### src/include/uepc_map.svh
`ifndef UEPC_MAP_SVH
`define UEPC_MAP_SVH
`define UEPC_IN_BASE 12'h900
`define UEPC_STRIDE_SH 5
`define UEPC_OUT0_OFS 12'hb00
`define UEPC_OUT0_RESET 32'h00008000
`define UEPC_B_GO 31
`define UEPC_B_STOP 30
`define UEPC_B_ODD 29
`define UEPC_B_EVEN_D0 28
`define UEPC_B_NSET 27
`define UEPC_B_NCLR 26
`define UEPC_TXF_HI 25
`define UEPC_TXF_LO 22
`define UEPC_B_STALL 21
`define UEPC_B_SNOOP 20
`define UEPC_KIND_HI 19
`define UEPC_KIND_LO 18
`define UEPC_B_NAKACT 17
`define UEPC_B_PAR 16
`define UEPC_B_ACTIVE 15
`define UEPC_MPS_HI 10
`define UEPC_MPS0_HI 1
`define UEPC_MPS_LO 0
`define UEPC_RESP_OKAY 2'h0
`define UEPC_RESP_DECERR 2'h3
`endif

### src/include/uepc_pkg.sv
package uepc_pkg;
  typedef enum logic [1:0] {
    UEPC_KIND_CTRL = 2'h0,
    UEPC_KIND_ISO = 2'h1,
    UEPC_KIND_BULK = 2'h2,
    UEPC_KIND_INTR = 2'h3
  } uepc_kind_e;
  typedef enum logic [2:0] {
    UEPC_HS_NONE = 3'h0,
    UEPC_HS_ACK = 3'h1,
    UEPC_HS_NAK = 3'h2,
    UEPC_HS_STALL = 3'h3,
    UEPC_HS_DATA = 3'h4,
    UEPC_HS_ZLP = 3'h5
  } uepc_hs_e;
  typedef enum logic [1:0] {
    UEPC_TOK_OUT = 2'h0,
    UEPC_TOK_IN = 2'h1,
    UEPC_TOK_SETUP = 2'h2
  } uepc_tok_e;
  typedef struct packed {
    logic en;
    logic [31:0] data;
    logic [31:0] mask;
  } uepc_wr_s;
  typedef struct packed {
    logic in_hit;
    logic [3:0] idx;
    logic out0_hit;
  } uepc_dec_s;
  typedef struct packed {
    logic go;
    logic stop;
    logic nak;
    logic stall;
    uepc_kind_e kind;
    logic [3:0] txf;
    logic parity;
    logic toggle;
    logic active;
    logic [10:0] mps;
    logic xfer_pend;
    logic dis_pend;
    logic xfer_evt;
    logic dis_evt;
  } uepc_in_ep_s;
  typedef struct packed {
    logic awready;
    logic wready;
    logic aw_have;
    logic [11:0] aw_addr;
    logic w_have;
    logic [31:0] w_data;
    logic [3:0] w_strb;
    logic bvalid;
    logic [1:0] bresp;
    logic arready;
    logic rvalid;
    logic [31:0] rdata;
    logic [1:0] rresp;
    logic o0_go;
    logic o0_nak;
    logic o0_stall;
    logic o0_snoop;
    logic o0_xfer_pend;
    logic o0_setup_pend;
    logic o0_xfer_evt;
    logic o0_setup_evt;
    logic hs_valid;
    uepc_hs_e hs_code;
    logic hs_pid;
  } uepc_top_s;
endpackage

### src/design/uepc_hs_pick.sv
`timescale 1ns/1ps
`default_nettype none
module uepc_hs_pick
  import uepc_pkg::*;
(
  input wire uepc_in_ep_s s,
  input wire logic frame_odd,
  input wire logic global_in_nak,
  input wire logic global_out_nak,
  input wire logic tx_ready,
  output uepc_hs_e code
);
  always_comb
  begin
    code = UEPC_HS_NONE;
    if (!s.active)
      code = UEPC_HS_NONE;
    else if (s.kind == UEPC_KIND_ISO)
    begin
      // Iso has no handshake, stall does not apply
      if (s.parity != frame_odd)
        code = UEPC_HS_NONE;
      else if (s.nak || global_in_nak)
        code = UEPC_HS_ZLP;
      else if (s.go && tx_ready)
        code = UEPC_HS_DATA;
      else
        code = UEPC_HS_ZLP;
    end
    else if (s.stall)
      code = UEPC_HS_STALL;
    else if (s.nak || global_in_nak || global_out_nak)
      code = UEPC_HS_NAK;
    else if (s.go && tx_ready)
      code = UEPC_HS_DATA;
    else
      code = UEPC_HS_NAK;
  end
endmodule
`default_nettype wire

### src/design/uepc_in_ep.sv
`timescale 1ns/1ps
`default_nettype none
`include "uepc_map.svh"
module uepc_in_ep
  import uepc_pkg::*;
#(
  parameter bit IS_EP0 = 1'b0
)
(
  input wire logic clk,
  input wire logic reset,
  input wire uepc_wr_s wr,
  input wire logic setup_hit,
  input wire logic bus_reset,
  input wire logic host_ack,
  input wire logic xfer_done,
  input wire logic disable_done,
  output uepc_in_ep_s state,
  output logic [31:0] rd_word
);
  uepc_in_ep_s s_reg;
  uepc_in_ep_s s_next;
  logic [31:0] d;
  logic [31:0] m;

  always_comb
  begin
    s_next = s_reg;
    m = wr.mask;
    d = wr.data & wr.mask;
    s_next.xfer_evt = s_reg.xfer_pend;
    s_next.dis_evt = s_reg.dis_pend;
    s_next.xfer_pend = 1'b0;
    s_next.dis_pend = 1'b0;
    // Bit drops one edge before the event is raised
    if (xfer_done)
    begin
      s_next.go = 1'b0;
      s_next.xfer_pend = 1'b1;
    end
    if (disable_done)
    begin
      s_next.go = 1'b0;
      s_next.stop = 1'b0;
      s_next.dis_pend = 1'b1;
    end
    if (host_ack && s_reg.kind != UEPC_KIND_ISO)
      s_next.toggle = ~s_reg.toggle;
    if (setup_hit && s_reg.kind == UEPC_KIND_CTRL)
      s_next.stall = 1'b0;
    if (bus_reset && !IS_EP0)
      s_next.active = 1'b0;
    if (wr.en)
    begin
      // Software writes after hardware events, so a set is never lost
      if (d[`UEPC_B_GO])
        s_next.go = 1'b1;
      if (d[`UEPC_B_STOP] && s_reg.go)
        s_next.stop = 1'b1;
      if (d[`UEPC_B_ODD] && s_reg.kind == UEPC_KIND_ISO)
        s_next.parity = 1'b1;
      if (d[`UEPC_B_EVEN_D0])
      begin
        if (s_reg.kind == UEPC_KIND_ISO)
          s_next.parity = 1'b0;
        else if (s_reg.kind != UEPC_KIND_CTRL)
          s_next.toggle = 1'b0;
      end
      if (d[`UEPC_B_NCLR])
        s_next.nak = 1'b0;
      if (d[`UEPC_B_NSET])
        s_next.nak = 1'b1;
      s_next.txf = (s_reg.txf & ~m[`UEPC_TXF_HI:`UEPC_TXF_LO]) |
        d[`UEPC_TXF_HI:`UEPC_TXF_LO];
      if (s_reg.kind == UEPC_KIND_CTRL)
        s_next.stall = s_next.stall | d[`UEPC_B_STALL];
      else
        s_next.stall = (s_reg.stall & ~m[`UEPC_B_STALL]) | d[`UEPC_B_STALL];
      s_next.kind = uepc_kind_e'((s_reg.kind & ~m[`UEPC_KIND_HI:`UEPC_KIND_LO]) |
        d[`UEPC_KIND_HI:`UEPC_KIND_LO]);
      s_next.active = (s_next.active & ~m[`UEPC_B_ACTIVE]) | d[`UEPC_B_ACTIVE];
      s_next.mps = (s_reg.mps & ~m[`UEPC_MPS_HI:`UEPC_MPS_LO]) |
        d[`UEPC_MPS_HI:`UEPC_MPS_LO];
    end
    if (reset)
      s_next = '0;
  end

  always_ff @(posedge clk)
  begin
    s_reg <= s_next;
  end

  assign state = s_reg;
  // Strobes read as zero
  assign rd_word = {s_reg.go, s_reg.stop, 4'h0, s_reg.txf, s_reg.stall, 1'b0,
    s_reg.kind, s_reg.nak, (s_reg.kind == UEPC_KIND_ISO) ? s_reg.parity : s_reg.toggle,
    s_reg.active, 4'h0, s_reg.mps};
endmodule
`default_nettype wire

### src/design/uepc_top.sv
`timescale 1ns/1ps
`default_nettype none
`include "uepc_map.svh"
module uepc_top
  import uepc_pkg::*;
#(
  parameter int N_IN = 8,
  parameter int ADDR_W = 12
)
(
  input wire logic CLK,
  input wire logic RESET,
  input wire logic [ADDR_W-1:0] S_AXI_AWADDR,
  input wire logic S_AXI_AWVALID,
  output logic S_AXI_AWREADY,
  input wire logic [31:0] S_AXI_WDATA,
  input wire logic [3:0] S_AXI_WSTRB,
  input wire logic S_AXI_WVALID,
  output logic S_AXI_WREADY,
  output logic [1:0] S_AXI_BRESP,
  output logic S_AXI_BVALID,
  input wire logic S_AXI_BREADY,
  input wire logic [ADDR_W-1:0] S_AXI_ARADDR,
  input wire logic S_AXI_ARVALID,
  output logic S_AXI_ARREADY,
  output logic [31:0] S_AXI_RDATA,
  output logic [1:0] S_AXI_RRESP,
  output logic S_AXI_RVALID,
  input wire logic S_AXI_RREADY,
  input wire logic USB_BUS_RESET,
  input wire logic TOKEN_VALID,
  input wire uepc_tok_e TOKEN_PID,
  input wire logic [3:0] TOKEN_EP,
  input wire logic FRAME_ODD,
  input wire logic GLOBAL_IN_NAK,
  input wire logic GLOBAL_OUT_NAK,
  input wire logic RX_ROOM,
  input wire logic [N_IN-1:0] TX_READY,
  input wire logic [N_IN-1:0] IN_HOST_ACK,
  input wire logic [N_IN-1:0] IN_XFER_DONE,
  input wire logic [N_IN-1:0] IN_DISABLE_DONE,
  input wire logic OUT0_XFER_DONE,
  input wire logic OUT0_SETUP_DONE,
  output logic HS_VALID,
  output uepc_hs_e HS_CODE,
  output logic HS_DATA_PID,
  output logic [N_IN-1:0] IN_XFER_DONE_EVT,
  output logic [N_IN-1:0] IN_DISABLED_EVT,
  output logic [N_IN-1:0] IN_GO,
  output logic [N_IN-1:0] IN_STOP_REQ,
  output logic [N_IN*4-1:0] TX_FIFO_SEL,
  output logic OUT0_XFER_DONE_EVT,
  output logic OUT0_SETUP_DONE_EVT,
  output logic OUT0_GO,
  output logic OUT0_SNOOP
);
  uepc_top_s s_reg;
  uepc_top_s s_next;
  uepc_wr_s in_wr [N_IN];
  uepc_in_ep_s in_st [N_IN];
  logic [31:0] in_rd [N_IN];
  uepc_hs_e in_code [N_IN];
  logic [N_IN-1:0] setup_hit;
  uepc_dec_s wdec;
  uepc_dec_s rdec;
  logic wr_go;
  logic [31:0] wmask;
  logic [31:0] wd;
  logic [31:0] o0_rd;
  logic [31:0] rd_word;
  logic rd_hit;
  logic setup0;
  uepc_hs_e o0_code;
  uepc_hs_e in_sel_code;
  logic in_sel_pid;

  function automatic uepc_dec_s decode(input logic [ADDR_W-1:0] a);
    uepc_dec_s r;
    logic [ADDR_W-1:0] diff;
    diff = a - ADDR_W'(`UEPC_IN_BASE);
    // Only the control word of each stride lives here; the rest is decode error
    r.in_hit = (a >= ADDR_W'(`UEPC_IN_BASE)) &&
      ((diff >> `UEPC_STRIDE_SH) < ADDR_W'(N_IN)) &&
      (diff[`UEPC_STRIDE_SH-1:0] == '0);
    r.idx = 4'(diff >> `UEPC_STRIDE_SH);
    r.out0_hit = (a == ADDR_W'(`UEPC_OUT0_OFS));
    return r;
  endfunction

  always_comb
  begin
    wdec = decode(s_reg.aw_addr[ADDR_W-1:0]);
    rdec = decode(S_AXI_ARADDR);
    wr_go = s_reg.aw_have && s_reg.w_have && !s_reg.bvalid;
    for (int b = 0; b < 4; b++)
      wmask[b*8 +: 8] = {8{s_reg.w_strb[b]}};
    wd = s_reg.w_data & wmask;
    setup0 = TOKEN_VALID && TOKEN_PID == UEPC_TOK_SETUP && TOKEN_EP == 4'h0;
    for (int i = 0; i < N_IN; i++)
    begin
      in_wr[i].en = wr_go && wdec.in_hit && wdec.idx == 4'(i);
      in_wr[i].data = s_reg.w_data;
      in_wr[i].mask = wmask;
      setup_hit[i] = TOKEN_VALID && TOKEN_PID == UEPC_TOK_SETUP && TOKEN_EP == 4'(i);
    end
  end

  always_comb
  begin
    o0_rd = `UEPC_OUT0_RESET;
    o0_rd[`UEPC_B_GO] = s_reg.o0_go;
    o0_rd[`UEPC_B_STALL] = s_reg.o0_stall;
    o0_rd[`UEPC_B_SNOOP] = s_reg.o0_snoop;
    o0_rd[`UEPC_B_NAKACT] = s_reg.o0_nak;
    o0_rd[`UEPC_MPS0_HI:`UEPC_MPS_LO] = in_st[0].mps[`UEPC_MPS0_HI:`UEPC_MPS_LO];
    rd_word = '0;
    rd_hit = 1'b0;
    for (int i = 0; i < N_IN; i++)
    begin
      if (rdec.in_hit && rdec.idx == 4'(i))
      begin
        rd_word = in_rd[i];
        rd_hit = 1'b1;
      end
    end
    if (rdec.out0_hit)
    begin
      rd_word = o0_rd;
      rd_hit = 1'b1;
    end
  end

  // IN answer of the addressed endpoint; unknown endpoints stay silent
  always_comb
  begin
    in_sel_code = UEPC_HS_NONE;
    in_sel_pid = 1'b0;
    for (int i = 0; i < N_IN; i++)
    begin
      if (TOKEN_EP == 4'(i))
      begin
        in_sel_code = in_code[i];
        in_sel_pid = in_st[i].toggle;
      end
    end
  end

  // OUT answer of endpoint 0; stall outranks every NAK source
  always_comb
  begin
    if (s_reg.o0_stall)
      o0_code = UEPC_HS_STALL;
    else if (s_reg.o0_nak || GLOBAL_OUT_NAK)
      o0_code = UEPC_HS_NAK;
    else if (s_reg.o0_go && RX_ROOM)
      o0_code = UEPC_HS_ACK;
    else
      o0_code = UEPC_HS_NAK;
  end

  always_comb
  begin
    s_next = s_reg;
    // Write address and data are taken in either order
    if (S_AXI_AWVALID && s_reg.awready)
    begin
      s_next.aw_have = 1'b1;
      s_next.aw_addr = 12'(S_AXI_AWADDR);
    end
    if (S_AXI_WVALID && s_reg.wready)
    begin
      s_next.w_have = 1'b1;
      s_next.w_data = S_AXI_WDATA;
      s_next.w_strb = S_AXI_WSTRB;
    end
    if (s_reg.bvalid && S_AXI_BREADY)
      s_next.bvalid = 1'b0;
    if (wr_go)
    begin
      s_next.aw_have = 1'b0;
      s_next.w_have = 1'b0;
      s_next.bvalid = 1'b1;
      s_next.bresp = (wdec.in_hit || wdec.out0_hit) ? `UEPC_RESP_OKAY : `UEPC_RESP_DECERR;
    end
    s_next.awready = !s_next.aw_have;
    s_next.wready = !s_next.w_have;
    if (S_AXI_ARVALID && s_reg.arready)
    begin
      s_next.rvalid = 1'b1;
      s_next.rdata = rd_word;
      s_next.rresp = rd_hit ? `UEPC_RESP_OKAY : `UEPC_RESP_DECERR;
    end
    else if (s_reg.rvalid && S_AXI_RREADY)
      s_next.rvalid = 1'b0;
    s_next.arready = !s_next.rvalid;

    // Endpoint 0 OUT: events are raised one edge after the go bit drops
    s_next.o0_xfer_evt = s_reg.o0_xfer_pend;
    s_next.o0_setup_evt = s_reg.o0_setup_pend;
    s_next.o0_xfer_pend = 1'b0;
    s_next.o0_setup_pend = 1'b0;
    if (OUT0_XFER_DONE)
    begin
      s_next.o0_go = 1'b0;
      s_next.o0_xfer_pend = 1'b1;
    end
    if (OUT0_SETUP_DONE)
    begin
      s_next.o0_go = 1'b0;
      s_next.o0_setup_pend = 1'b1;
    end
    if (setup0)
      s_next.o0_stall = 1'b0;
    if (wr_go && wdec.out0_hit)
    begin
      // Stop bit has no storage here: endpoint 0 OUT cannot be disabled
      if (wd[`UEPC_B_GO])
        s_next.o0_go = 1'b1;
      if (wd[`UEPC_B_NCLR])
        s_next.o0_nak = 1'b0;
      if (wd[`UEPC_B_NSET])
        s_next.o0_nak = 1'b1;
      if (wd[`UEPC_B_STALL])
        s_next.o0_stall = 1'b1;
      s_next.o0_snoop = (s_reg.o0_snoop & ~wmask[`UEPC_B_SNOOP]) | wd[`UEPC_B_SNOOP];
    end
    // Hardware NAK set after software clear, so the set wins
    if (OUT0_XFER_DONE || setup0)
      s_next.o0_nak = 1'b1;

    // Handshake answer for the current token, registered
    s_next.hs_code = UEPC_HS_NONE;
    s_next.hs_pid = 1'b0;
    if (TOKEN_VALID)
    begin
      case (TOKEN_PID)
        UEPC_TOK_SETUP:
        begin
          if (TOKEN_EP == 4'h0)
            s_next.hs_code = UEPC_HS_ACK;
        end
        UEPC_TOK_OUT:
        begin
          if (TOKEN_EP == 4'h0)
            s_next.hs_code = o0_code;
        end
        UEPC_TOK_IN:
        begin
          s_next.hs_code = in_sel_code;
          s_next.hs_pid = in_sel_pid;
        end
        default:
          s_next.hs_code = UEPC_HS_NONE;
      endcase
    end
    s_next.hs_valid = (s_next.hs_code != UEPC_HS_NONE);
    // Reset last, so it beats every update of the same edge
    if (RESET)
      s_next = '0;
  end

  always_ff @(posedge CLK)
  begin
    s_reg <= s_next;
  end

  for (genvar g = 0; g < N_IN; g++)
  begin : g_ep
    // Endpoint 0 keeps its active bit through bus reset
    uepc_in_ep #(
      .IS_EP0(g == 0)
    ) u_ep (
      .clk(CLK),
      .reset(RESET),
      .wr(in_wr[g]),
      .setup_hit(setup_hit[g]),
      .bus_reset(USB_BUS_RESET),
      .host_ack(IN_HOST_ACK[g]),
      .xfer_done(IN_XFER_DONE[g]),
      .disable_done(IN_DISABLE_DONE[g]),
      .state(in_st[g]),
      .rd_word(in_rd[g])
    );
    // Control IN endpoints see no global OUT NAK here
    uepc_hs_pick u_pick (
      .s(in_st[g]),
      .frame_odd(FRAME_ODD),
      .global_in_nak(GLOBAL_IN_NAK),
      .global_out_nak(1'b0),
      .tx_ready(TX_READY[g]),
      .code(in_code[g])
    );
    assign IN_XFER_DONE_EVT[g] = in_st[g].xfer_evt;
    assign IN_DISABLED_EVT[g] = in_st[g].dis_evt;
    assign IN_GO[g] = in_st[g].go;
    assign IN_STOP_REQ[g] = in_st[g].stop;
    assign TX_FIFO_SEL[g*4 +: 4] = in_st[g].txf;
  end

  assign S_AXI_AWREADY = s_reg.awready;
  assign S_AXI_WREADY = s_reg.wready;
  assign S_AXI_BRESP = s_reg.bresp;
  assign S_AXI_BVALID = s_reg.bvalid;
  assign S_AXI_ARREADY = s_reg.arready;
  assign S_AXI_RDATA = s_reg.rdata;
  assign S_AXI_RRESP = s_reg.rresp;
  assign S_AXI_RVALID = s_reg.rvalid;
  assign HS_VALID = s_reg.hs_valid;
  assign HS_CODE = s_reg.hs_code;
  assign HS_DATA_PID = s_reg.hs_pid;
  assign OUT0_XFER_DONE_EVT = s_reg.o0_xfer_evt;
  assign OUT0_SETUP_DONE_EVT = s_reg.o0_setup_evt;
  assign OUT0_GO = s_reg.o0_go;
  assign OUT0_SNOOP = s_reg.o0_snoop;
endmodule
`default_nettype wire

### config.mk
export PLATFORM = sky130hd
export DESIGN_NAME = uepc_top
export DESIGN_NICKNAME = d
export VERILOG_FILES = /design/src/include/uepc_pkg.sv /design/src/design/uepc_hs_pick.sv /design/src/design/uepc_in_ep.sv /design/src/design/uepc_top.sv
export VERILOG_INCLUDE_DIRS = /design/src /design/src/include
export SDC_FILE = /design/constraint.sdc
export NUM_CORES = 1
export LEC_CHECK = 0
export ABC_AREA = 1
export BUFFER_PORTS_ARGS = -buffer_cell sky130_fd_sc_hd__buf_2
export CAP_MARGIN = 0
export CELL_PAD_IN_SITES_DETAIL_PLACEMENT = 2
export CELL_PAD_IN_SITES_GLOBAL_PLACEMENT = 2
export CORE_MARGIN = 3
export CORE_UTILIZATION = 29
export DETAILED_ROUTE_END_ITERATION = 6
export HOLD_SLACK_MARGIN = 0.06
export PLACE_DENSITY = 0.87
export SLEW_MARGIN = 20
export SYNTH_ARGS = -nofsm -noshare
export SYNTH_HDL_FRONTEND = slang
export SYNTH_SLANG_ARGS = --single-unit
### constraint.sdc
create_clock -name CLK -period 1.75 [get_ports CLK]
set_input_delay 0.35 -clock CLK [delete_from_list [all_inputs] [get_ports CLK]]
set_output_delay 0.35 -clock CLK [all_outputs]
set_load 0.02 [all_outputs]
# Word level (Yosys, flattened, before mapping)
# Cells that the tools add are included.
# word_totals
regBits	328
inputBits	113
# classes
add_sub_neg	2
magnitude_cmp	4
n_eq_ne	49
n_mux	262
n_bitwise	106
n_reduce_logical	131
# ops
cell	count
32-bit 2-to-1 mux	9
3-bit 2-to-1 mux	65
24-bit 2-to-1 mux	8
1-bit 2-to-1 mux	153
11-bit bitwise AND	8
11-bit OR	8
1-bit logical AND	79
4-bit by 3-bit == test with 1-bit output, second input constant	12
2-bit 2-to-1 mux	22
37-bit 2-to-1 mux	1
32-bit bitwise AND	1
4-bit bitwise AND	8
4-bit OR	8
1-bit OR	25
12-bit == test, second input constant	2
4-bit by 2-bit == test with 1-bit output, second input constant	6
12-bit >= comparator, second input constant	2
12-bit subtractor, second input constant	2
2-bit nonzero test	11
2-bit by 1-bit == test with 1-bit output, second input constant	9
2-bit zero test	9
2-bit AND reduction	9
1-bit bitwise AND	17
2-bit bitwise AND	8
19 further kinds	72

# Depth between registers and ports, before layout
# Gate-level depths: netlist (run 1).
# depth
word_depth	17
depth_mapped	16
ltp_nobuf	16

# Cells and area by module
# A second synthesis (run 1) with hierarchy kept.
# hier_totals
hier_cells	2959
area_unflattened_um2	19057.0
# by_module_without_submodules
mod	instances	cells_each	area_per_inst_um2	seq_area_each_um2
uepc_in_ep at g_ep[1].u_ep ...	7	185	1343.8	560.5
uepc_top	1	1294	7444.6	2042.0
uepc_in_ep at g_ep[0].u_ep	1	186	1385.1	560.5
uepc_hs_pick	8	23	102.6	0.0

# Worst setup path after synthesis (run 1)
# No wires, ideal clock.
# synth_path
path_type	input -> register
from	input port S_AXI_ARADDR[5]
to	register s_reg (netlist bit S_AXI_RDATA[25])
setup_time_ns	0.132
arrival_time_ns	1.621
setup_slack_ns	-0.003
path_stages	12
cell_sequence	buf_2 -> nor2_4 -> inv_2 -> nor2_4 -> nand4_2 -> nand2_1 -> inv_2 -> buf_2 -> o21ai_0 -> inv_1 -> nand2_1 -> a21oi_1
# synth_via
elab_chain_len	14
elab_cells_between_ends	31
# synth_rtl
item	line_no	text
from (decl)	uepc_top.sv:23	input wire logic [ADDR_W-1:0] S_AXI_ARADDR,
12-bit subtractor	uepc_top.sv:80	diff = a - ADDR_W'(`UEPC_IN_BASE);
7-bit by 4-bit < comparator with 1-bit output	uepc_top.sv:83	((diff >> `UEPC_STRIDE_SH) < ADDR_W'(N_IN)) &&
1-bit logical AND (2 in a row)	uepc_top.sv:82	r.in_hit = (a >= ADDR_W'(`UEPC_IN_BASE)) &&
1-bit logical AND	uepc_top.sv:120	if (rdec.in_hit && rdec.idx == 4'(i))
32-bit 2-to-1 mux (8 in a row)	uepc_top.sv:120	
32-bit 2-to-1 mux *	uepc_top.sv:126	if (rdec.out0_hit)
to (signal assigned)	uepc_top.sv:264	s_reg <= s_next;
to (decl)	uepc_top.sv:57	uepc_top_s s_reg;
# Mark *: on every way between the ends. The rest lies on a longest branch, timed or not.
# A chain may end at the register's enable or synchronous reset.

==> impl_metrics.json, run 1 <==
{
  "yosysMostFrequentCell": "nand2_1",
  "skew_ns": 0.0635,
  "fillers": 5482,
  "vias": 20100,
  "yosysTopAreaCell": "dfxtp_1",
  "routed_wl_um": 119000,
  "crit_arrival_ns": 2.96,
  "synthArstFlopShare": 0,
  "path_max_fanout": 7,
  "pin_count": 227,
  "hold_viol_final": 0,
  "max-vdd-ir-drop_v": 0.000575,
  "die_y_um": 233,
  "seq_area_um2": 6290,
  "synth-main-ff-cell": "dfxtp_1",
  "port_buffers": 212,
  "clock.fmax_mhz": 403,
  "leakage_nw": 9.82,
  "layout.nets": 2683,
  "rows": 82,
  "grt_pass1_wl_um": 139000,
  "yosys_warnings": 0,
  "p_switching_w": 0.00554,
  "min_path_type": "input port to register",
  "fin_cells": 3283,
  "drv_cap": 0,
  "postPlaceCellArea_um2": 17700,
  "seqPwrFrac": 0.392,
  "maxSlewHeadroom": 0.486,
  "finalCriticalPeriod_ns": 2.48,
  "wire_per_inst_um": 36.1,
  "synthCells": 2146,
  "drc_errors": 0,
  "p_int_w": 0.0134,
  "synth-edff-count": 0,
  "holdWs_ns": 0.0556,
  "rsz0062_at_grt": "true",
  "clkTransAtPathRegs_ns": 0.07,
  "syn_area_per_cell_um2": 6.99,
  "grt_max_degree": 78,
  "setup-violations-final": 232,
  "ys_seq_elements": 312,
  "drive_gt1_frac": 0.427,
  "clock_path_buffers": 3,
  "synth_area_leaders": "dfxtp_1 42%, o21ai_0 8.6%, nand2_1 8.5%",
  "multiInputGateArea_um2": 8750,
  "die_area_um2": 54500,
  "ant_nets": 0,
  "coreArea_um2": 50600,
  "grt_usage": 0.344,
  "clockPowerShare": 0.508,
  "min_period_over_period": 1.42,
  "pwr_density_cell_nw_per_um2": 821,
  "vias_per_cell": 6.13,
  "synth.top_cells.by_count": "339 x nand2_1, 312 x dfxtp_1, 258 x o21ai_0, 252 x a21oi_1, 227 x nor2_1",
  "tritoncts": "done",
  "antenna_found_initial": 12,
  "grt_pass1_vias": 20500,
  "routabilityCongestion": 0.925,
  "root_buffer": "clkbuf_16",
  "p_comb_frac": 0.101,
  "dr.pass1.iters": 5,
  "post-dp-hpwl_um": 59100,
  "synth_top_cell_area_share": 0.417,
  "clkSinkCount": 312,
  "postLayoutCellArea_um2": 23100,
  "p_sw_frac": 0.292,
  "start_util": 0.296,
  "yosysSeqAreaShare": 0.417,
  "status": "complete, but fails checks",
  "power_w": 0.0189,
  "cts-htree-levels": 2,
  "synth_cell_types": 44,
  "gr-total-overflow": 0,
  "area_growth_pct": 53.9,
  "layout_setup_ws_ns": -0.731,
  "tightest_slew_ns": 0.770,
  "numCtsBuffers": 39,
  "drtIter0Drc": 2147,
  "synth.cell_area_um2": 15000,
  "violations": "negative setup slack",
  "fp.dieW_um": 233,
  "startpoint_type": "register",
  "clock_latency_ns": 0.62,
  "critical_path_required_ns": 2.23,
  "placedCellCount": 3064,
  "finalMaxSlewViolations": 0,
  "crit_type": "register to register",
  "cp-end-kind": "register"
}
cell usage in the layout, fill, tap and decap left out, drive strengths merged, types with 2 or more instances in the layout:
cell         instances
a311oi               3
o22ai                2
o2111ai              2
clkbuf              55
a211oi              13
nor2               261
or2                  5
clkinvlp             8
bufinv               7
dfxtp              312
a31oi               27
nor3b                2
o21ai              263
nand3               92
buf                538
nand2              347
dlygate4sd3         22
a41oi                2
o211ai              11
nand4               61
inv                243
a21oi              252
o311ai               2
nor3                20
conb                 8
xor2                 4
nor4                 4
diode               11
clkinv              29
metrics by stage:
stage               utilization  setup WS, ns  setup TNS (ns)
global placement          0.349        -0.410          -31.67
CTS                       0.405        -0.227          -25.48
finish                    0.456        -0.731          -76.06
floorplan                     -       0.00918               0
detailed placement        0.349        -0.603          -74.62
global route              0.456         -1.05          -84.99
logic make-up (layout without fill, tap and decap cells):
logic type      Yosys count  after routing  share of synthesized area
simple gates            794            794                      0.235
other cells               1             19                   0.000250
xor+xnor                  5              5                    0.00292
buf+inv                 455            902                      0.143
compound gates          579            579                      0.202
flops                   312            312                      0.417
worst max-delay path, cell delays in order, from the launching register on:
cell and delay, ns:
dfxtp_1 0.35, inv_1 0.17, nand3_4 0.16, nor3_4 0.35, nand2_4 0.16, nor2_4 0.24, inv_4 0.13, nor2_4 0.22
buf_4 0.17, o21ai_0 0.11, a21oi_1 0.32
power by group through the flow:
| stage | Combinational (W) | Clock (W) | Sequential (W) |
|---|---|---|---|
| 2_1_floorplan | 0.000692 | 0 | 0.00748 |
| 3_3_place_gp | 0.00129 | 0 | 0.00750 |
| 3_5_place_dp | 0.00136 | 0 | 0.00752 |
| 4_1_cts | 0.00151 | 0.00921 | 0.00737 |
| 5_1_grt | 0.00194 | 0.00989 | 0.00741 |
| 6_report | 0.00190 | 0.00962 | 0.00741 |
metal layers:
layer,wire length (µm),global-route usage,vias to the layer above,share of wire
met3,10500,0.0754,756,0.089
met4,13300,0.273,2,0.11
met2,54200,0.590,1484,0.46
met1,40700,0.365,10000,0.34
met5,12,0.00276,-,0.00010
li1,-,-,7846,-
what timing repair did:
action | in CTS | in global routing
pin swaps | 38 | 106
buffers inserted | 40 | 79
endpoints found under the setup margin | 198 | 227
hold buffers | 22 | 0
cloned | 4 | 4
endpoints found under the hold margin | 23 | 0
resized for setup | 273 | 593
layout make-up:
class	count	share of cell area
multi-input combinational	1386	0.379
clock buffer	52	0.0492
timing repair buffer	563	0.199
clock inverter	19	0.0125
inverter	265	0.0490
timing repair inverter	3	0.000976
sequential	312	0.273
antenna	11	0.00119
tap	672	0.0364
final timing paths:
| check | slack (ns) | cells past startpoint | start | end |
|---|---|---|---|---|
| setup / recovery | -0.73 | 10 | s_reg[92]$_SDFFE_PP0P_ | register |
| hold / removal | 0.06 | 3 | S_AXI_WDATA[6] | in_wr[38]$_SDFFE_PP0P_ |
| setup reg to reg | -0.73 | 10 | s_reg[92]$_SDFFE_PP0P_ | register |
| hold reg to reg | 0.41 | 2 | g_ep[6].u_ep.state[2]$_SDFF_PP0_ | g_ep[6].u_ep.state[0]$_SDFF_PP0_ |
(Power assumes the default switching activity.)
==> inputs of run 2 (changes only) <==
Settings changed: ABC_AREA 1 to default, CORE_UTILIZATION 29 to 30, PLACE_DENSITY 0.87 to 0.86.
==> impl_metrics.json, run 2 <==
{
  "status": "complete, but fails checks",
  "violations": "negative setup slack",
  "synth_area_leaders": "dfxtp_1 43%, nand2_1 7.8%, a21oi_1 7.6%",
  "drtIter0Drc": 2419,
  "drc_errors": 0,
  "crit_type": "register to register",
  "p_comb_frac": 0.093,
  "min_delay_path_depth": 3,
  "syn_area_per_cell_um2": 7.96,
  "final_common_cell": "dfxtp_1",
  "reg2reg_depth": 10,
  "finalCriticalPeriod_ns": 2.54,
  "grt_pass1_vias": 19100,
  "critical_path_required_ns": 2.20,
  "grt_usage": 0.346,
  "drv_cap": 0,
  "grt_pass1_wl_um": 133000,
  "skew_ns": 0.0288,
  "ant_nets": 0,
  "vias_per_cell": 6.55,
  "coreArea_um2": 47900,
  "start_util": 0.305,
  "port_buffers": 212,
  "synth_top_cell_area_share": 0.426,
  "drive_gt1_frac": 0.476,
  "clock_path_buffers": 3,
  "yosysTopAreaCell": "dfxtp_1",
  "fp.dieW_um": 227,
  "die_y_um": 227,
  "dr.pass1.iters": 6,
  "p_sw_frac": 0.295,
  "antenna_found_initial": 6,
  "tns_ns": -86.54,
  "routabilityCongestion": 0.911,
  "root_buffer": "clkbuf_16",
  "crit_arrival_ns": 2.99,
  "clkSinkCount": 312,
  "clockPowerShare": 0.486,
  "area_growth_pct": 54.7,
  "clock.fmax_mhz": 394,
  "min_path_type": "input port to register",
  "clkTransAtPathRegs_ns": 0.07,
  "cts-htree-levels": 2,
  "grt_max_degree": 87,
  "yosysSeqAreaShare": 0.426,
  "setup-violations-final": 219,
  "postPlaceCellArea_um2": 17200,
  "gr-total-overflow": 0,
  "path_max_fanout": 8,
  "leakage_nw": 8.25,
  "max-vdd-ir-drop_v": 0.000547,
  "wire_per_inst_um": 38.7,
  "numCtsBuffers": 37,
  "layout.nets": 2329,
  "pin_count": 227,
  "pwr_density_cell_nw_per_um2": 783,
  "vias": 18700,
  "synth-edff-count": 0,
  "startpoint_type": "register",
  "rsz0062_at_grt": "true",
  "synth.cell_area_um2": 14600,
  "fillers": 4885,
  "maxSlewHeadroom": 0.319,
  "synth-main-ff-cell": "dfxtp_1",
  "synth_cell_types": 75,
  "finalMaxSlewViolations": 0,
  "routed_wl_um": 111000,
  "ys_seq_elements": 312,
  "rows": 80,
  "r2r_slack_ns": -0.79,
  "die_area_um2": 51500,
  "tritoncts": "done",
  "synthCells": 1841,
  "synthArstFlopShare": 0,
  "yosysMostFrequentCell": "dfxtp_1",
  "p_switching_w": 0.00523,
  "post-dp-hpwl_um": 52800,
  "min_period_over_period": 1.45,
  "layout_setup_ws_ns": -0.788,
  "clock_latency_ns": 0.59,
  "hold_viol_final": 0,
  "yosys_warnings": 0,
  "multiInputGateArea_um2": 9610,
  "p_int_w": 0.0125,
  "synth.top_cells.by_count": "312 x dfxtp_1, 304 x nand2_1, 222 x a21oi_1, 162 x nand3_1, 116 x nor2_1",
  "tightest_slew_ns": 1.02,
  "seq_area_um2": 6260,
  "final_cell_mix": "297 x dfxtp_1, 219 x buf_4, 211 x buf_2",
  "cp-end-kind": "register",
  "postLayoutCellArea_um2": 22700,
  "seqPwrFrac": 0.421
}
==> run 2: final timing paths <==
path	from	endpoint
setup / recovery	s_reg[89]$_SDFFE_PP0P_	register
hold / removal	S_AXI_WDATA[7]	in_wr[39]$_SDFFE_PP0P_
setup reg to reg	s_reg[89]$_SDFFE_PP0P_	register
hold reg to reg	g_ep[6].u_ep.state[3]$_SDFF_PP0_	g_ep[6].u_ep.state[1]$_SDFF_PP0_
==> run 2: per-layer routing <==
metal  part of all wire  routed length (µm)  GRT usage  up-vias
li1                   -                   -          -     7138
met1               0.36               39500      0.397     9216
met2               0.45               49300      0.577     1660
met3               0.10               11300     0.0830      692
met4              0.095               10500      0.230        4
met5            0.00025                  28          0        -
==> run 2: power groups by stage <==
stage / clock network [W] / logic (W) / registers [W]
6_report: 0.00862 / 0.00165 / 0.00747
5_1_grt: 0.00882 / 0.00168 / 0.00746
4_1_cts: 0.00812 / 0.00136 / 0.00741
3_5_place_dp: 0 / 0.00124 / 0.00754
3_3_place_gp: 0 / 0.00118 / 0.00753
2_1_floorplan: 0 / 0.000697 / 0.00744
==> run 2: what timing repair did <==
item                                   in CTS  in global routing
setup endpoints to repair                 197                221
cloned                                      6                  1
buffers inserted                           44                 54
pin swaps                                  99                165
resized for setup                         309                422
endpoints found under the hold margin      28                  2
hold buffers                               28                  2
==> run 2: cell families after synthesis <==
family          count (synthesis)  share of synthesized area
mux                            30                     0.0216
xor+xnor                       16                    0.00957
flops                         312                      0.426
simple gates                  752                      0.246
compound gates                465                      0.197
buf+inv                       265                     0.0989
other cells                     1                   0.000256
==> run 2: critical path: stages (launching register included) <==
cell and delay (ns):
dfxtp_2 0.33, nor4_2 0.35, buf_4 0.20, nand4_1 0.14, buf_6 0.17, buf_4 0.14
nor2_4 0.19, buf_12 0.20, nand2_2 0.09, mux2i_1 0.20, nor2_1 0.38
==> run 2: cell type report <==
type | count | area share
diodes | 1 | 0.000110
clock buffers | 54 | 0.0477
clock inverters | 10 | 0.00629
inverters | 15 | 0.00248
multi-input cells | 1271 | 0.424
flip-flops and latches | 312 | 0.276
well taps | 615 | 0.0340
repair buffers | 579 | 0.209
==> run 2: stage by stage <==
step                       util  std cells  setup slack, ns  hold slack [ns]  total power (W)
after global routing      0.473       2856           -0.828           0.0479           0.0180
after detailed placement  0.359       2670           -0.438            0.430          0.00878
after floorplan               -       1848           -0.125            0.414          0.00814
after global placement    0.359       2670           -0.380            0.416          0.00872
after CTS                 0.428       2812           -0.341           0.0604           0.0169
final                     0.473       2857           -0.788           0.0313           0.0177
==> inputs of run 3 (changes only) <==
Settings changed: CELL_PAD_IN_SITES_DETAIL_PLACEMENT 2 to default, CELL_PAD_IN_SITES_GLOBAL_PLACEMENT 2 to default, CORE_UTILIZATION 30 to 50, PLACE_DENSITY 0.86 to 0.84.
==> impl_metrics.json, run 3 (synthesis results as in run 2) <==
{
  "p_sw_frac": 0.248,
  "regToRegStartpoint": "s_reg[89]$_SDFFE_PP0P_",
  "root_buffer": "clkbuf_16",
  "start_util": 0.509,
  "layout_setup_ws_ns": -0.251,
  "tightest_slew_ns": 0.756,
  "postLayoutCoreUtil": 0.701,
  "gr-total-overflow": 0,
  "fillers": 2023,
  "cts-htree-levels": 2,
  "reg2reg_depth": 8,
  "die_y_um": 177,
  "drc_errors": 21,
  "seq_area_um2": 6250,
  "min_delay_path_depth": 3,
  "clockPowerShare": 0.461,
  "min-delay-start": "S_AXI_AWADDR[0]",
  "grt_max_degree": 111,
  "finalCriticalPeriod_ns": 2.00,
  "postLayoutCellArea_um2": 20200,
  "leakage_nw": 7.86,
  "dr.pass1.iters": 7,
  "cp-end-kind": "register",
  "holdWs_ns": 0.0622,
  "pin_count": 227,
  "vias": 16100,
  "maxSlewHeadroom": 0.496,
  "numCtsBuffers": 35,
  "seqPwrFrac": 0.461,
  "multiInputGateArea_um2": 8230,
  "layout.nets": 2255,
  "rsz0062_at_grt": "true",
  "ant_nets": 0,
  "clkTransAtPathRegs_ns": 0.06,
  "fin_cells": 2549,
  "n_antenna_cell": 0,
  "die_area_um2": 31400,
  "r2r_slack_ns": -0.25,
  "status": "complete, but fails checks",
  "p_comb_frac": 0.078,
  "max-vdd-ir-drop_v": 0.000533,
  "critical_path_required_ns": 2.19,
  "grt_pass1_vias": 14500,
  "final_cell_mix": "305 x dfxtp_1, 234 x nand2_1, 211 x buf_2",
  "routed_wl_um": 59200,
  "hold_viol_final": 0,
  "wire_per_inst_um": 23.2,
  "pwr_density_cell_nw_per_um2": 797,
  "p_switching_w": 0.00398,
  "clock_latency_ns": 0.52,
  "vias_per_cell": 6.32,
  "min_path_type": "input port to register",
  "skew_ns": 0.0200,
  "setup-violations-final": 192,
  "p_int_w": 0.0121,
  "postPlaceCellArea_um2": 16900,
  "min_period_over_period": 1.14,
  "startpoint_type": "register",
  "worstHoldEndpoint": "s_reg[89]$_SDFFE_PP0P_",
  "placedCellCount": 2431,
  "fp.dieW_um": 177,
  "area_growth_pct": 37.6,
  "port_buffers": 212,
  "finalMaxSlewViolations": 0,
  "coreArea_um2": 28800,
  "drive_gt1_frac": 0.382,
  "final_common_cell": "dfxtp_1",
  "crit_arrival_ns": 2.44,
  "grt_usage": 0.323,
  "power_w": 0.0161,
  "post-dp-hpwl_um": 38200,
  "tritoncts": "done",
  "path_max_fanout": 6,
  "routabilityCongestion": 0.991,
  "antenna_found_initial": 3,
  "clkSinkCount": 312,
  "violations": "design-rule violations, negative setup slack",
  "drv_cap": 0,
  "clock_path_buffers": 3,
  "crit_type": "register to register",
  "grt_pass1_wl_um": 80200,
  "rows": 62,
  "drtIter0Drc": 2357,
  "clock.fmax_mhz": 500
}
-- run 3: power by group through the flow --
stage	logic (W)	registers, W	clock network (W)
after floorplan	0.000697	0.00744	0
after global placement	0.00112	0.00752	0
after detailed placement	0.00113	0.00753	0
after CTS	0.00115	0.00738	0.00735
after global routing	0.00133	0.00742	0.00767
final	0.00125	0.00741	0.00741
-- run 3: worst max path at each step --
stage / startpoint / end / slack [ns]
floorplan: S_AXI_ARADDR[10] / S_AXI_RDATA[23]$_SDFFE_PP0P_ / -0.13
finish: s_reg[89]$_SDFFE_PP0P_ / register / -0.25
detailed placement: GLOBAL_IN_NAK / HS_VALID$_SDFF_PP0_ / -0.35
CTS: s_reg[92]$_SDFFE_PP0P_ / g_ep[3].u_ep.rd_word[15]$_SDFF_PP0_ / -0.14
global placement: GLOBAL_IN_NAK / HS_VALID$_SDFF_PP0_ / -0.34
global route: s_reg[89]$_SDFFE_PP0P_ / g_ep[2].u_ep.rd_word[17]$_SDFFE_PP0P_ / -0.35
-- run 3: final cells by class --
class | count | area share
Inverter | 15 | 0.00279
Clock buffer | 47 | 0.0487
Multi-Input combinational cell | 1271 | 0.408
Tap cell | 384 | 0.0238
Clock inverter | 13 | 0.00757
Sequential cell | 312 | 0.310
Timing Repair Buffer | 507 | 0.199
-- run 3: critical path, stage by stage, from the launching register on --
cell and delay [ns]:
dfxtp_2 0.33, nor4_4 0.34, nand4_1 0.19, buf_6 0.18, nor2_4 0.25, buf_8 0.19
buf_8 0.14, nand3_2 0.10, a21oi_2 0.20
-- run 3: per-stage QoR --
step | setup TNS [ns] | setup slack (ns)
floorplan | -1.46 | -0.125
global placement | -24.20 | -0.340
detailed placement | -34.71 | -0.348
CTS | -6.91 | -0.140
global route | -39.81 | -0.350
finish | -24.98 | -0.251
-- run 3: per-layer routing --
layer / vias up / GRT usage / part of all wire
met2: 1265 / 0.520 / 0.44
met4: 4 / 0.152 / 0.072
met3: 374 / 0.0644 / 0.12
met1: 7452 / 0.416 / 0.36
li1: 7003 / - / -
met5: - / 0 / 0.00041
-- run 3: repair_timing --
action                     4_1_cts  5_1_grt
hold buffers                     1        0
setup endpoints to repair      187      193
hold endpoints to repair         1        0
pin swaps                       44      159
gates cloned                     3        7
setup buffers                   23       30
gates resized for setup         86      292
